==> src/rtl/iepr_pkg.sv <==
// Constants for the interrupt enable and priority register block
// Functional notes
// Enable bit one passes request, zero blocks
// Unimplemented bits ignore writes, read zero
// Priority code 111 is level seven
// Code 001 is level one, linear between
// Priority code 000 disables source entirely
// Reset clears enables, priorities load 100
// Enable bits 13-8 capture9 through uart4 receive
// Enable bits 7,5-1 uart4 err, i2c3, uart3
// Priority 0: timer1, compare1, capture1, ext0
// Priority 1: timer2, compare2, capture2; 3-0 unused
// Priority 2: uart1 rx, spi1 event/fault, timer3
// Priority 3: adc done, uart1 tx; 15-7 unused
// Highest enabled nonzero flagged priority wins
package iepr_pkg;

  // ----------------------------------------------------------------
  // Register word offsets (byte address = index * 4)
  // ----------------------------------------------------------------
  localparam logic [5:0] IDX_EN5 = 6'h00;
  localparam logic [5:0] IDX_PRIO0 = 6'h01;
  localparam logic [5:0] IDX_PRIO1 = 6'h02;
  localparam logic [5:0] IDX_PRIO2 = 6'h03;
  localparam logic [5:0] IDX_PRIO3 = 6'h04;
  localparam logic [5:0] IDX_STATUS = 6'h05;

  // ----------------------------------------------------------------
  // Implemented-bit masks and reset values
  // ----------------------------------------------------------------
  localparam logic [15:0] MASK_EN5 = 16'h3fbe;
  localparam logic [15:0] MASK_PRIO0 = 16'h7777;
  localparam logic [15:0] MASK_PRIO1 = 16'h7770;
  localparam logic [15:0] MASK_PRIO2 = 16'h7777;
  localparam logic [15:0] MASK_PRIO3 = 16'h0077;
  localparam logic [15:0] RST_EN5 = 16'h0000;
  localparam logic [15:0] RST_PRIO_ALL = 16'h4444;

  // ----------------------------------------------------------------
  // Priority field positions and sizes
  // ----------------------------------------------------------------
  localparam int FLD_HI = 12;
  localparam int FLD_MH = 8;
  localparam int FLD_ML = 4;
  localparam int FLD_LO = 0;
  localparam int NUM_EN_SRC = 12;
  localparam int NUM_PRIO_SRC = 13;
  localparam logic [2:0] LVL_OFF = 3'h0;

  // Enable bit position of each gated source, capture9 first
  localparam int EN_BIT [NUM_EN_SRC] = '{13, 12, 11, 10, 9, 8, 7, 5, 4, 3, 2, 1};

  // Status register layout: request, source, level
  localparam int ST_REQ = 8;
  localparam int ST_SRC = 4;
  localparam int ST_LVL = 0;

endpackage

==> src/rtl/iepr_regs.sv <==
// Interrupt enable and priority registers with request arbitration
module iepr_regs #(
  parameter int ADR_W = 8
) (
  // Clock, reset, enable
  input wire logic clk_i,
  input wire logic rst_i,
  input wire logic ce_i,
  // Wishbone classic slave
  input wire logic cyc_i,
  input wire logic stb_i,
  input wire logic we_i,
  input wire logic [ADR_W-1:0] adr_i,
  input wire logic [3:0] sel_i,
  input wire logic [31:0] dat_i,
  output logic [31:0] dat_o,
  output logic ack_o,
  // Sources gated by the enable register
  input wire logic [iepr_pkg::NUM_EN_SRC-1:0] en_src_flag_i,
  output logic [iepr_pkg::NUM_EN_SRC-1:0] en_src_irq_o,
  // Sources ranked by the priority registers
  input wire logic [iepr_pkg::NUM_PRIO_SRC-1:0] prio_src_flag_i,
  input wire logic [iepr_pkg::NUM_PRIO_SRC-1:0] prio_src_en_i,
  // Request to the CPU arbitration
  output logic irq_req_o,
  output logic [3:0] irq_src_o,
  output logic [2:0] irq_level_o
);

  // ----------------------------------------------------------------
  // Helpers
  // ----------------------------------------------------------------
  // Merge a write into a register under byte lanes and implemented mask
  function automatic logic [15:0] merge(input logic [15:0] cur, input logic [31:0] wd,
                                        input logic [3:0] sel, input logic [15:0] mask);
    logic [15:0] v;
    v = cur;
    if (sel[0]) begin
      v[7:0] = wd[7:0];
    end
    if (sel[1]) begin
      v[15:8] = wd[15:8];
    end
    merge = v & mask;
  endfunction

  // Pull one 3-bit priority field out of a register
  function automatic logic [2:0] field(input logic [15:0] r, input int lsb);
    field = r[lsb +: 3];
  endfunction

  // ----------------------------------------------------------------
  // Register storage
  // ----------------------------------------------------------------
  logic [15:0] en5_ff;
  logic [15:0] prio0_ff;
  logic [15:0] prio1_ff;
  logic [15:0] prio2_ff;
  logic [15:0] prio3_ff;
  logic ack_ff;
  logic [31:0] rdat_ff;
  logic [5:0] idx;
  logic wr_now;
  logic [31:0] nxt_rdat;

  assign idx = adr_i[7:2];
  // Write lands on the edge where the master sees ack
  assign wr_now = ce_i && cyc_i && stb_i && we_i && ack_ff;

  // Bus acknowledge: one cycle after the request, dropped the next cycle
  always_ff @(posedge clk_i) begin
    if (rst_i) begin
      ack_ff <= 1'b0;
    end else if (ce_i) begin
      ack_ff <= cyc_i && stb_i && !ack_ff;
    end
  end

  // Enable register; unimplemented positions never store
  always_ff @(posedge clk_i) begin
    if (rst_i) begin
      en5_ff <= iepr_pkg::RST_EN5;
    end else if (wr_now && idx == iepr_pkg::IDX_EN5) begin
      en5_ff <= merge(en5_ff, dat_i, sel_i, iepr_pkg::MASK_EN5); // see R2 see R7
    end
  end

  // Priority registers; every field resets to level four
  always_ff @(posedge clk_i) begin
    if (rst_i) begin
      prio0_ff <= iepr_pkg::RST_PRIO_ALL & iepr_pkg::MASK_PRIO0;
      prio1_ff <= iepr_pkg::RST_PRIO_ALL & iepr_pkg::MASK_PRIO1;
      prio2_ff <= iepr_pkg::RST_PRIO_ALL & iepr_pkg::MASK_PRIO2;
      prio3_ff <= iepr_pkg::RST_PRIO_ALL & iepr_pkg::MASK_PRIO3;
    end else if (wr_now) begin
      if (idx == iepr_pkg::IDX_PRIO0) begin
        prio0_ff <= merge(prio0_ff, dat_i, sel_i, iepr_pkg::MASK_PRIO0);
      end
      if (idx == iepr_pkg::IDX_PRIO1) begin
        prio1_ff <= merge(prio1_ff, dat_i, sel_i, iepr_pkg::MASK_PRIO1);
      end
      if (idx == iepr_pkg::IDX_PRIO2) begin
        prio2_ff <= merge(prio2_ff, dat_i, sel_i, iepr_pkg::MASK_PRIO2);
      end
      if (idx == iepr_pkg::IDX_PRIO3) begin
        prio3_ff <= merge(prio3_ff, dat_i, sel_i, iepr_pkg::MASK_PRIO3);
      end
    end
  end

  // ----------------------------------------------------------------
  // Level table of the ranked sources
  // ----------------------------------------------------------------
  logic [2:0] lvl [iepr_pkg::NUM_PRIO_SRC];

  // Field code is the level itself, so no decode table is needed
  always_comb begin
    lvl[0] = field(prio0_ff, iepr_pkg::FLD_HI); // see R3 see R4
    lvl[1] = field(prio0_ff, iepr_pkg::FLD_MH);
    lvl[2] = field(prio0_ff, iepr_pkg::FLD_ML);
    lvl[3] = field(prio0_ff, iepr_pkg::FLD_LO);
    lvl[4] = field(prio1_ff, iepr_pkg::FLD_HI);
    lvl[5] = field(prio1_ff, iepr_pkg::FLD_MH);
    lvl[6] = field(prio1_ff, iepr_pkg::FLD_ML);
    lvl[7] = field(prio2_ff, iepr_pkg::FLD_HI);
    lvl[8] = field(prio2_ff, iepr_pkg::FLD_MH);
    lvl[9] = field(prio2_ff, iepr_pkg::FLD_ML);
    lvl[10] = field(prio2_ff, iepr_pkg::FLD_LO);
    lvl[11] = field(prio3_ff, iepr_pkg::FLD_ML);
    lvl[12] = field(prio3_ff, iepr_pkg::FLD_LO);
  end

  // ----------------------------------------------------------------
  // Gating and arbitration
  // ----------------------------------------------------------------
  logic [iepr_pkg::NUM_EN_SRC-1:0] en_vec;
  logic nxt_req;
  logic [3:0] nxt_src;
  logic [2:0] nxt_lvl;

  // Gather the scattered enable bits into source order
  always_comb begin
    for (int i = 0; i < iepr_pkg::NUM_EN_SRC; i++) begin
      en_vec[i] = en5_ff[iepr_pkg::EN_BIT[i]];
    end
  end

  // Strictly-greater search: on a tie the lower source index wins
  always_comb begin
    nxt_req = 1'b0;
    nxt_src = 4'h0;
    nxt_lvl = iepr_pkg::LVL_OFF;
    for (int i = 0; i < iepr_pkg::NUM_PRIO_SRC; i++) begin
      if (prio_src_flag_i[i] && prio_src_en_i[i] && lvl[i] > nxt_lvl) begin // see R5
        nxt_req = 1'b1;
        nxt_src = 4'(i);
        nxt_lvl = lvl[i];
      end
    end
  end

  // Gated requests of the enable-register sources
  always_ff @(posedge clk_i) begin
    if (rst_i) begin
      en_src_irq_o <= '0;
    end else if (ce_i) begin
      en_src_irq_o <= en_src_flag_i & en_vec;
    end
  end

  // Winning request towards the CPU, one cycle of latency
  always_ff @(posedge clk_i) begin
    if (rst_i) begin
      irq_req_o <= 1'b0;
      irq_src_o <= 4'h0;
      irq_level_o <= iepr_pkg::LVL_OFF;
    end else if (ce_i) begin
      irq_req_o <= nxt_req;
      irq_src_o <= nxt_src;
      irq_level_o <= nxt_lvl;
    end
  end

  // ----------------------------------------------------------------
  // Read path
  // ----------------------------------------------------------------
  // Unmapped addresses and the upper half-word read as zero
  always_comb begin
    nxt_rdat = 32'h0000_0000;
    case (idx)
      iepr_pkg::IDX_EN5: nxt_rdat[15:0] = en5_ff;
      iepr_pkg::IDX_PRIO0: nxt_rdat[15:0] = prio0_ff;
      iepr_pkg::IDX_PRIO1: nxt_rdat[15:0] = prio1_ff;
      iepr_pkg::IDX_PRIO2: nxt_rdat[15:0] = prio2_ff;
      iepr_pkg::IDX_PRIO3: nxt_rdat[15:0] = prio3_ff;
      iepr_pkg::IDX_STATUS: begin
        nxt_rdat[iepr_pkg::ST_REQ] = irq_req_o;
        nxt_rdat[iepr_pkg::ST_SRC +: 4] = irq_src_o;
        nxt_rdat[iepr_pkg::ST_LVL +: 3] = irq_level_o;
      end
      default: nxt_rdat = 32'h0000_0000;
    endcase
  end

  // Read data captured with the acknowledge, zero otherwise
  always_ff @(posedge clk_i) begin
    if (rst_i) begin
      rdat_ff <= 32'h0000_0000;
    end else if (ce_i) begin
      rdat_ff <= (cyc_i && stb_i && !ack_ff && !we_i) ? nxt_rdat : 32'h0000_0000;
    end
  end

  assign ack_o = ack_ff;
  assign dat_o = rdat_ff;

  logic [2:0] win_lvl_now;
  assign win_lvl_now = lvl[irq_src_o];
endmodule

==> config.mk <==
export PLATFORM = sky130hd
export DESIGN_NAME = iepr_regs
export DESIGN_NICKNAME = d
export VERILOG_FILES = /design/src/rtl/iepr_pkg.sv /design/src/rtl/iepr_regs.sv
export SDC_FILE = /design/constraint.sdc
export NUM_CORES = 1
export LEC_CHECK = 0
export BUFFER_PORTS_ARGS = -buffer_cell sky130_fd_sc_hd__buf_2
export CAP_MARGIN = 0
export CORE_UTILIZATION = 30
export DETAILED_ROUTE_END_ITERATION = 10
export PLACE_DENSITY = 0.47
export SYNTH_ARGS = -nofsm -noshare
export SYNTH_HDL_FRONTEND = slang
export SYNTH_SLANG_ARGS = --single-unit
==> constraint.sdc <==
create_clock -name clk_i -period 20.8 [get_ports clk_i]
set_input_delay 1.04 -clock clk_i [delete_from_list [all_inputs] [get_ports clk_i]]
set_output_delay 1.04 -clock clk_i [all_outputs]
set_load 0.05 [all_outputs]
==> results.txt, run 1 <==
----------------------------------------------------
[Drt]
  Vias after detailed routing ... 5109
  Sum of routed wire length over all layers ... 16850 µm
  Remaining number of nets flagged by the antenna check after routing ... 0
  DRC violations left ... 0
  First-pass iteration count of the detailed router ... 5
  Starting DRC count in detailed routing ... 259
  Routed vias/inst ... 5.235
  Wirelength per Cell ... 17.26 µm

[Synthesis]
  Post-synth top area cell ... sky130_fd_sc_hd__dfxtp_1
  Post-synthesis cell type count ... 82
  Fraction of registers with async set or reset after synthesis ... 0%
  Post-synth EDFFs ... 0
  Synth area leaders ... sky130_fd_sc_hd__dfxtp_1, sky130_fd_sc_hd__mux2i_1, sky130_fd_sc_hd__nor2_1, sky130_fd_sc_hd__ha_1, sky130_fd_sc_hd__nand3_1
  Synth Register Bits ... 87
  Synth Cell Area ... 0.005455 mm²
  Main flop type after synthesis ... sky130_fd_sc_hd__dfxtp_1
  Post-synthesis sequential area ratio ... 31.93%
  Synthesis warning total ... 0
  Mean Syn Cell Area ... 8.341 µm²
  Synthesized instance count ... 654
  Area share of the largest cell type after synthesis ... 31.93%

[Clocking]
  Deepest level of the CTS H-tree ... 3
  Buffer cell driving the clock tree root ... sky130_fd_sc_hd__clkbuf_16
  Clock latency at the later pin of the worst-skew pair ... 0.34 ns
  Maximum clock insertion buffer count ... 2
  CTS Buf Count ... 9
  Clock tree from TritonCTS ... done
  Setup bufs post-CTS ... 0
  Register clock-pin slew on the reported worst setup and hold paths ... 0.06 ns
  Number of sinks on the clock net ... 87
  Number of gates resized after CTS ... 0
  Hold-fix buffers at CTS ... 0

[Setup path]
  Highest net fanout along the worst path ... 9
  Sort of element at the start of the critical path ... input pin
  Most used cell, CP ... sky130_fd_sc_hd__nor2_1
  Maximum cell stage delay along the critical path ... 0.62 ns
  Cell with the biggest individual delay on the critical path ... sky130_fd_sc_hd__a2111oi_2
  Type of the worst setup path ... input pin to flip-flop
  Capturing point of the worst reg2reg path ... irq_req_o$_SDFFE_PP0P_
  Required time of the critical path ... 21.00 ns
  Arr. time, crit path ... 17.09 ns
  Cell count of the worst reg-to-reg path ... 83
  Reg-to-reg setup timing slack ... 4.36 ns
  Endpoint class of the critical path ... flip-flop
  Startpoint of the worst-slack reg-to-reg timing path ... prio0_ff[14]$_SDFFE_PP1P_
  CP Launch Point ... prio_src_en_i[0]

[Finish]
  Filler Cell Count ... 1886
  Layout overhead on the synthesized area ... 16.93%
  Most frequent cells in the layout ... sky130_fd_sc_hd__nor2_1, sky130_fd_sc_hd__buf_2, sky130_fd_sc_hd__dfxtp_1, sky130_fd_sc_hd__nand2_1, sky130_fd_sc_hd__mux2i_1
  Total inserted antenna cells ... 0
  Share of cells above drive strength 1 ... 21.04%
  Total Nets Final ... 851

[Floorplanning]
  Number of ports placed on the die boundary ... 141
  Die Footprint ... 0.01873 mm²
  Die height ... 136.9 µm
  Width of the die ... 136.9 µm
  Starting density of the core ... 31.11%
  Site Rows ... 48
  Area of the core ... 0.01754 mm²

[Min path]
  Number of cells traversed by the worst hold path ... 2
  Startpoint of the worst hold path ... en_src_irq_o[2]$_SDFFE_PP0P_
  Type of the tightest min-delay check ... flip-flop to flip-flop
  Hold-critical path endpoint ... en_src_irq_o[2]$_SDFFE_PP0P_

[Timing]
  Total setup violations reported at the end of the flow ... 0
  RSZ-0062 raised after global routing ... no
  Setup WS post-layout ... 3.904 ns
  Sum of negative setup slack ... 0 ns
  Time the final worst path needs with I/O delays and setup ... 16.90 ns
  Slew @ Worst Pin ... 1.097 ns
  Number of pins with negative max-slew slack in the final report ... 0
  Worst clock skew on the final layout ... 0.006976 ns
  Share of the cycle needed by the critical path after routing ... 81.23%
  Relative slew slack ... 26.17%
  Highest attainable clock frequency ... 59.19 MHz
  Final Hold Vio Count ... 0

[Placed design]
  Port Buffers ... 102
  Pre-CTS setup slack ... 3.570 ns
  Final Wtd Congestion ... 0.8405
  Dpl hpwl ... 12990 µm

[Pwr]
  Max VDD drop ... 39.04 µV
  Total Power ... 0.3788 mW
  Areal power density over the cells ... 59.39 mW/mm²
  LEAKAGE ... 2.573 nW

[GRT]
  GRT Overall Usage ... 18.11%
  First-pass GRT wire length ... 25830 µm
  Number of antenna violations at the first check in global routing ... 0
  Vias in the first global route ... 4798
  Overflow after GRT ... 0
  Pin count of the biggest net entering global routing ... 90

[Job]
  # Max-Cap Violations ... 0

[Status]
  Run status ... complete, no violations

----------------------------------------------------
-- critical path, delay by kind of cell --
kind / cells / cell delay, ns
and+or+nand+nor: 32 / 4.27
adders and majority gates: 15 / 4.32
muxes: 3 / 1.12
AOI/OAI and AO/OA: 30 / 5.98
buffers and inverters: 4 / 0.33
-- synth_stat cells, types with 7 or more instances --
library cell               instances
sky130_fd_sc_hd__and3_1            7
sky130_fd_sc_hd__o211a_1           7
sky130_fd_sc_hd__o21a_1            7
sky130_fd_sc_hd__a31oi_1           7
sky130_fd_sc_hd__a21oi_1          33
sky130_fd_sc_hd__a22oi_1          15
sky130_fd_sc_hd__clkbuf_1         16
sky130_fd_sc_hd__o21ai_0          21
sky130_fd_sc_hd__nor2b_1          13
sky130_fd_sc_hd__mux2i_1          46
sky130_fd_sc_hd__nand3_1          40
sky130_fd_sc_hd__a211o_1          14
sky130_fd_sc_hd__nor3_1            9
sky130_fd_sc_hd__ha_1             17
sky130_fd_sc_hd__buf_4            17
sky130_fd_sc_hd__nand2_1          50
sky130_fd_sc_hd__buf_1             7
sky130_fd_sc_hd__dfxtp_1          87
sky130_fd_sc_hd__inv_1            26
sky130_fd_sc_hd__nor2_1          102
-- how the worst max path moves through the flow --
stage | to | slack [ns]
CTS | irq_req_o$_SDFFE_PP0P_ | 3.93
floorplan | irq_level_o[0]$_SDFFE_PP0P_ | 5.65
finish | irq_req_o$_SDFFE_PP0P_ | 3.90
detailed placement | irq_req_o$_SDFFE_PP0P_ | 3.57
global placement | irq_req_o$_SDFFE_PP0P_ | 3.80
global route | irq_req_o$_SDFFE_PP0P_ | 2.44
-- report_power, final --
| part | switching (mW) | internal (mW) | total [mW] | leakage, nW |
|---|---|---|---|---|
| logic | 0.0424 | 0.0207 | 0.0630 | 1.73 |
| clock network | 0.0659 | 0.0805 | 0.146 | 0.136 |
| registers | 0.00136 | 0.168 | 0.169 | 0.702 |
-- registers in the layout, indices dropped and copies added, names as in the netlist --
name	cells
en_src_irq_o	12
prio0_ff	12
prio3_ff	6
en5_ff	12
prio2_ff	12
prio1_ff	9
irq_level_o	3
ack_o	1
irq_req_o	1
dat_o	15
irq_src_o	4
-- cell type report --
cell class                 count  area (µm²)  share of cell area (%)
multi-input combinational    516        3451                   54.10
sequential                    87        1742                   27.30
timing repair buffer         106       540.5                   8.474
tap                          225       281.5                   4.413
clock buffer                  10       229.0                   3.590
inverter                      26       97.59                   1.530
clock inverter                 6       37.54                  0.5885
-- stage by stage --
| stage | cells | util, % | instance area (µm²) | hold slack, ns |
|---|---|---|---|---|
| finish | 976 | 36.37 | 6379 | 0.4587 |
| global route | 976 | 36.37 | 6379 | 0.4826 |
| CTS | 976 | 36.37 | 6379 | 0.4659 |
| detailed placement | 960 | 34.85 | 6112 | 0.4568 |
| global placement | 960 | 34.85 | 6112 | 0.4463 |
| floorplan | 670 | - | 5515 | 0.4572 |
-- per-layer routing --
metal	wire length, µm	vias to the layer above	GRT usage, %
li1	-	2551	-
met1	8151	2444	25.02
met2	7965	107	30.03
met3	618	7	2.148
met4	111	0	3.968
met5	0	-	0
-- cells by family after synthesis --
kind of cell / Yosys count / share of synthesized area, %
adders and majority gates: 20 / 4.449
DFF: 87 / 31.93
other: 1 / 0.06874
AOI/OAI and AO/OA: 168 / 24.27
and+or+nand+nor: 257 / 22.25
buffers and inverters: 67 / 5.917
muxes: 54 / 11.12
No activity file was read; power rests on OpenSTA's default activity.
==> run 2, diff against run 1 <==
Settings changed: PLACE_DENSITY 0.47 to 0.49.
Clock period 20.8 ns to 14.66 ns, I/O delays scaled along.
==> run 2 against run 1 <==
  * Via count is 6.0% higher
  * Clock-buffer cell count is 1 lower
  * Die area stayed put
  * Critical path type unchanged
  * Critical endpoint is now irq_level_o[0]$_SDFFE_PP0P_
  * Highest routed layer unchanged
==> results.txt, run 2 (same netlist as run 1, synthesis figures left out) <==
----------------------------------------------------
[Status]
  Run status ... complete, no violations

[Min path]
  Type of the tightest min-delay check ... flip-flop to flip-flop

[Setup path]
  Required time of the critical path ... 14.88 ns
  Maximum cell stage delay along the critical path ... 0.42 ns
  Endpoint class of the critical path ... flip-flop
  Cell with the biggest individual delay on the critical path ... sky130_fd_sc_hd__a2111oi_4
  Most used cell, CP ... sky130_fd_sc_hd__ha_1
  Highest net fanout along the worst path ... 5
  Arr. time, crit path ... 14.12 ns
  Sort of element at the start of the critical path ... input pin
  Type of the worst setup path ... input pin to flip-flop

[Placed design]
  Port Buffers ... 102
  Dpl hpwl ... 13300 µm
  Final Wtd Congestion ... 0.8451
  Pre-CTS setup slack ... -0.4680 ns
  DP Area ... 0.006419 mm²
  Post-placement cell count ... 1000

[Clocking]
  CTS Buf Count ... 9
  Buffer cell driving the clock tree root ... sky130_fd_sc_hd__clkbuf_16
  Deepest level of the CTS H-tree ... 3
  Clock latency at the later pin of the worst-skew pair ... 0.34 ns
  Number of sinks on the clock net ... 87
  Register clock-pin slew on the reported worst setup and hold paths ... 0.06 ns
  Clock tree from TritonCTS ... done
  Maximum clock insertion buffer count ... 2

[Drt]
  Wire length the detailed router placed on met1 ... 8282 µm
  Highest routed layer ... met4
  Wirelength per Cell ... 16.96 µm
  Starting DRC count in detailed routing ... 324
  Met3 wire length ... 690 µm
  Sum of routed wire length over all layers ... 17480 µm
  DRC violations left ... 0
  Routed vias/inst ... 5.250
  Remaining number of nets flagged by the antenna check after routing ... 0
  Total length of routed met2 wires ... 8264 µm
  First-pass iteration count of the detailed router ... 5
  Vias after detailed routing ... 5413

[Timing]
  Final Hold Vio Count ... 0
  Slew @ Worst Pin ... 1.215 ns
  Time the final worst path needs with I/O delays and setup ... 13.90 ns
  Worst clock skew on the final layout ... 0.003601 ns
  Sum of negative setup slack ... 0 ns
  Total setup violations reported at the end of the flow ... 0
  Number of pins with negative max-slew slack in the final report ... 0
  Relative slew slack ... 18.22%
  Highest attainable clock frequency ... 71.97 MHz
  Share of the cycle needed by the critical path after routing ... 94.78%
  Setup WS post-layout ... 0.7646 ns

[GRT]
  Number of antenna violations at the first check in global routing ... 1
  Overflow after GRT ... 0
  GRT Overall Usage ... 18.61%
  Vias in the first global route ... 5091
  Pin count of the biggest net entering global routing ... 90
  First-pass GRT wire length ... 26820 µm

[Floorplanning]
  Starting density of the core ... 31.11%
  Number of ports placed on the die boundary ... 141
  Site Rows ... 48
  Die height ... 136.9 µm
  Area of the core ... 0.01754 mm²
  Width of the die ... 136.9 µm
  Die Footprint ... 0.01873 mm²

[Finish]
  Final standard cell count with taps included and fillers excluded ... 1031
  Total Nets Final ... 905
  Commonest non-fill, non-tap cell in the layout ... sky130_fd_sc_hd__buf_2
  Largest register FFs ... 15
  Layout overhead on the synthesized area ... 30.92%
  Most frequent cells in the layout ... sky130_fd_sc_hd__buf_2, sky130_fd_sc_hd__nor2_1, sky130_fd_sc_hd__dfxtp_1, sky130_fd_sc_hd__buf_4, sky130_fd_sc_hd__nand2_1
  Area of all placed cells without fillers ... 0.007142 mm²
  Filler Cell Count ... 1785
  Share of cells above drive strength 1 ... 31.93%

[Pwr]
  Max VDD drop ... 59.42 µV
  LEAKAGE ... 2.899 nW
  Areal power density over the cells ... 82.72 mW/mm²
  Total Power ... 0.5908 mW

[Job]
  # Max-Cap Violations ... 0

----------------------------------------------------
==> run 2: changes by cell type in the layout (fill, tap and decap cells not counted), moves of 3 or more <==
cell / previous run / this run
sky130_fd_sc_hd__a21oi_1: 33 / 30
sky130_fd_sc_hd__a21oi_2: 0 / 3
sky130_fd_sc_hd__buf_4: 4 / 56
sky130_fd_sc_hd__buf_6: 0 / 4
sky130_fd_sc_hd__ha_1: 17 / 9
sky130_fd_sc_hd__ha_4: 0 / 7
sky130_fd_sc_hd__maj3_1: 3 / 0
sky130_fd_sc_hd__maj3_2: 0 / 3
sky130_fd_sc_hd__nand3_1: 40 / 36
sky130_fd_sc_hd__nor2_1: 102 / 90
sky130_fd_sc_hd__nor2_2: 0 / 7
sky130_fd_sc_hd__nor2_4: 0 / 5
==> run 2: worst paths after layout <==
check / startpoint / slack, ns / cells after the start / to
max: prio_src_flag_i[0] / 0.76 / 84 / irq_level_o[0]$_SDFFE_PP0P_
min: en_src_irq_o[7]$_SDFFE_PP0P_ / 0.46 / 2 / en_src_irq_o[7]$_SDFFE_PP0P_
max reg2reg: prio0_ff[14]$_SDFFE_PP1P_ / 0.87 / 83 / irq_level_o[0]$_SDFFE_PP0P_
min reg2reg: en_src_irq_o[7]$_SDFFE_PP0P_ / 0.46 / 2 / en_src_irq_o[7]$_SDFFE_PP0P_
==> run 2: final cells by class <==
class / instances / area (µm²) / area share, %
multi-input cells: 516 / 3739 / 52.35
repair buffers: 160 / 965.9 / 13.52
well taps: 225 / 281.5 / 3.942
clock inverters: 7 / 87.58 / 1.226
clock buffers: 9 / 225.2 / 3.153
inverters: 26 / 97.59 / 1.367
flip-flops and latches: 87 / 1743 / 24.40
diodes: 1 / 2.502 / 0.03504
==> run 2: where the power goes <==
group,total (mW),internal (mW),switching [mW]
Sequential,0.240,0.238,0.00204
Clock,0.242,0.148,0.0937
Combinational,0.109,0.0428,0.0658
==> run 2: what timing repair did <==
| item | CTS | global route |
|---|---|---|
| setup endpoints to repair | 8 | 8 |
| gates resized for setup | 2 | 66 |
| hold buffers | 0 | 0 |
| setup buffers | 0 | 14 |
| pin swaps | 1 | 40 |
==> run 2: critical path, delay by kind of cell <==
family                     cells  cell delay [ns]
and+or+nand+nor               27             2.60
buffers and inverters          8             0.90
muxes                          3             0.85
adders and majority gates     15             3.90
AOI/OAI and AO/OA             31             5.07
==> run 2: per-stage QoR <==
| stage | hold WS, ns | util (%) |
|---|---|---|
| 6_report | 0.4621 | 40.72 |
| 3_3_place_gp | 0.4456 | 36.60 |
| 2_1_floorplan | 0.4572 | - |
| 4_1_cts | 0.4643 | 38.47 |
| 3_5_place_dp | 0.4545 | 36.60 |
| 5_1_grt | 0.4742 | 40.72 |
==> run 2: layer usage <==
metal | GRT usage, % | up-vias
met5 | 0 | -
li1 | - | 2663
met1 | 25.48 | 2597
met2 | 30.43 | 133
met4 | 5.861 | 0
met3 | 2.074 | 20
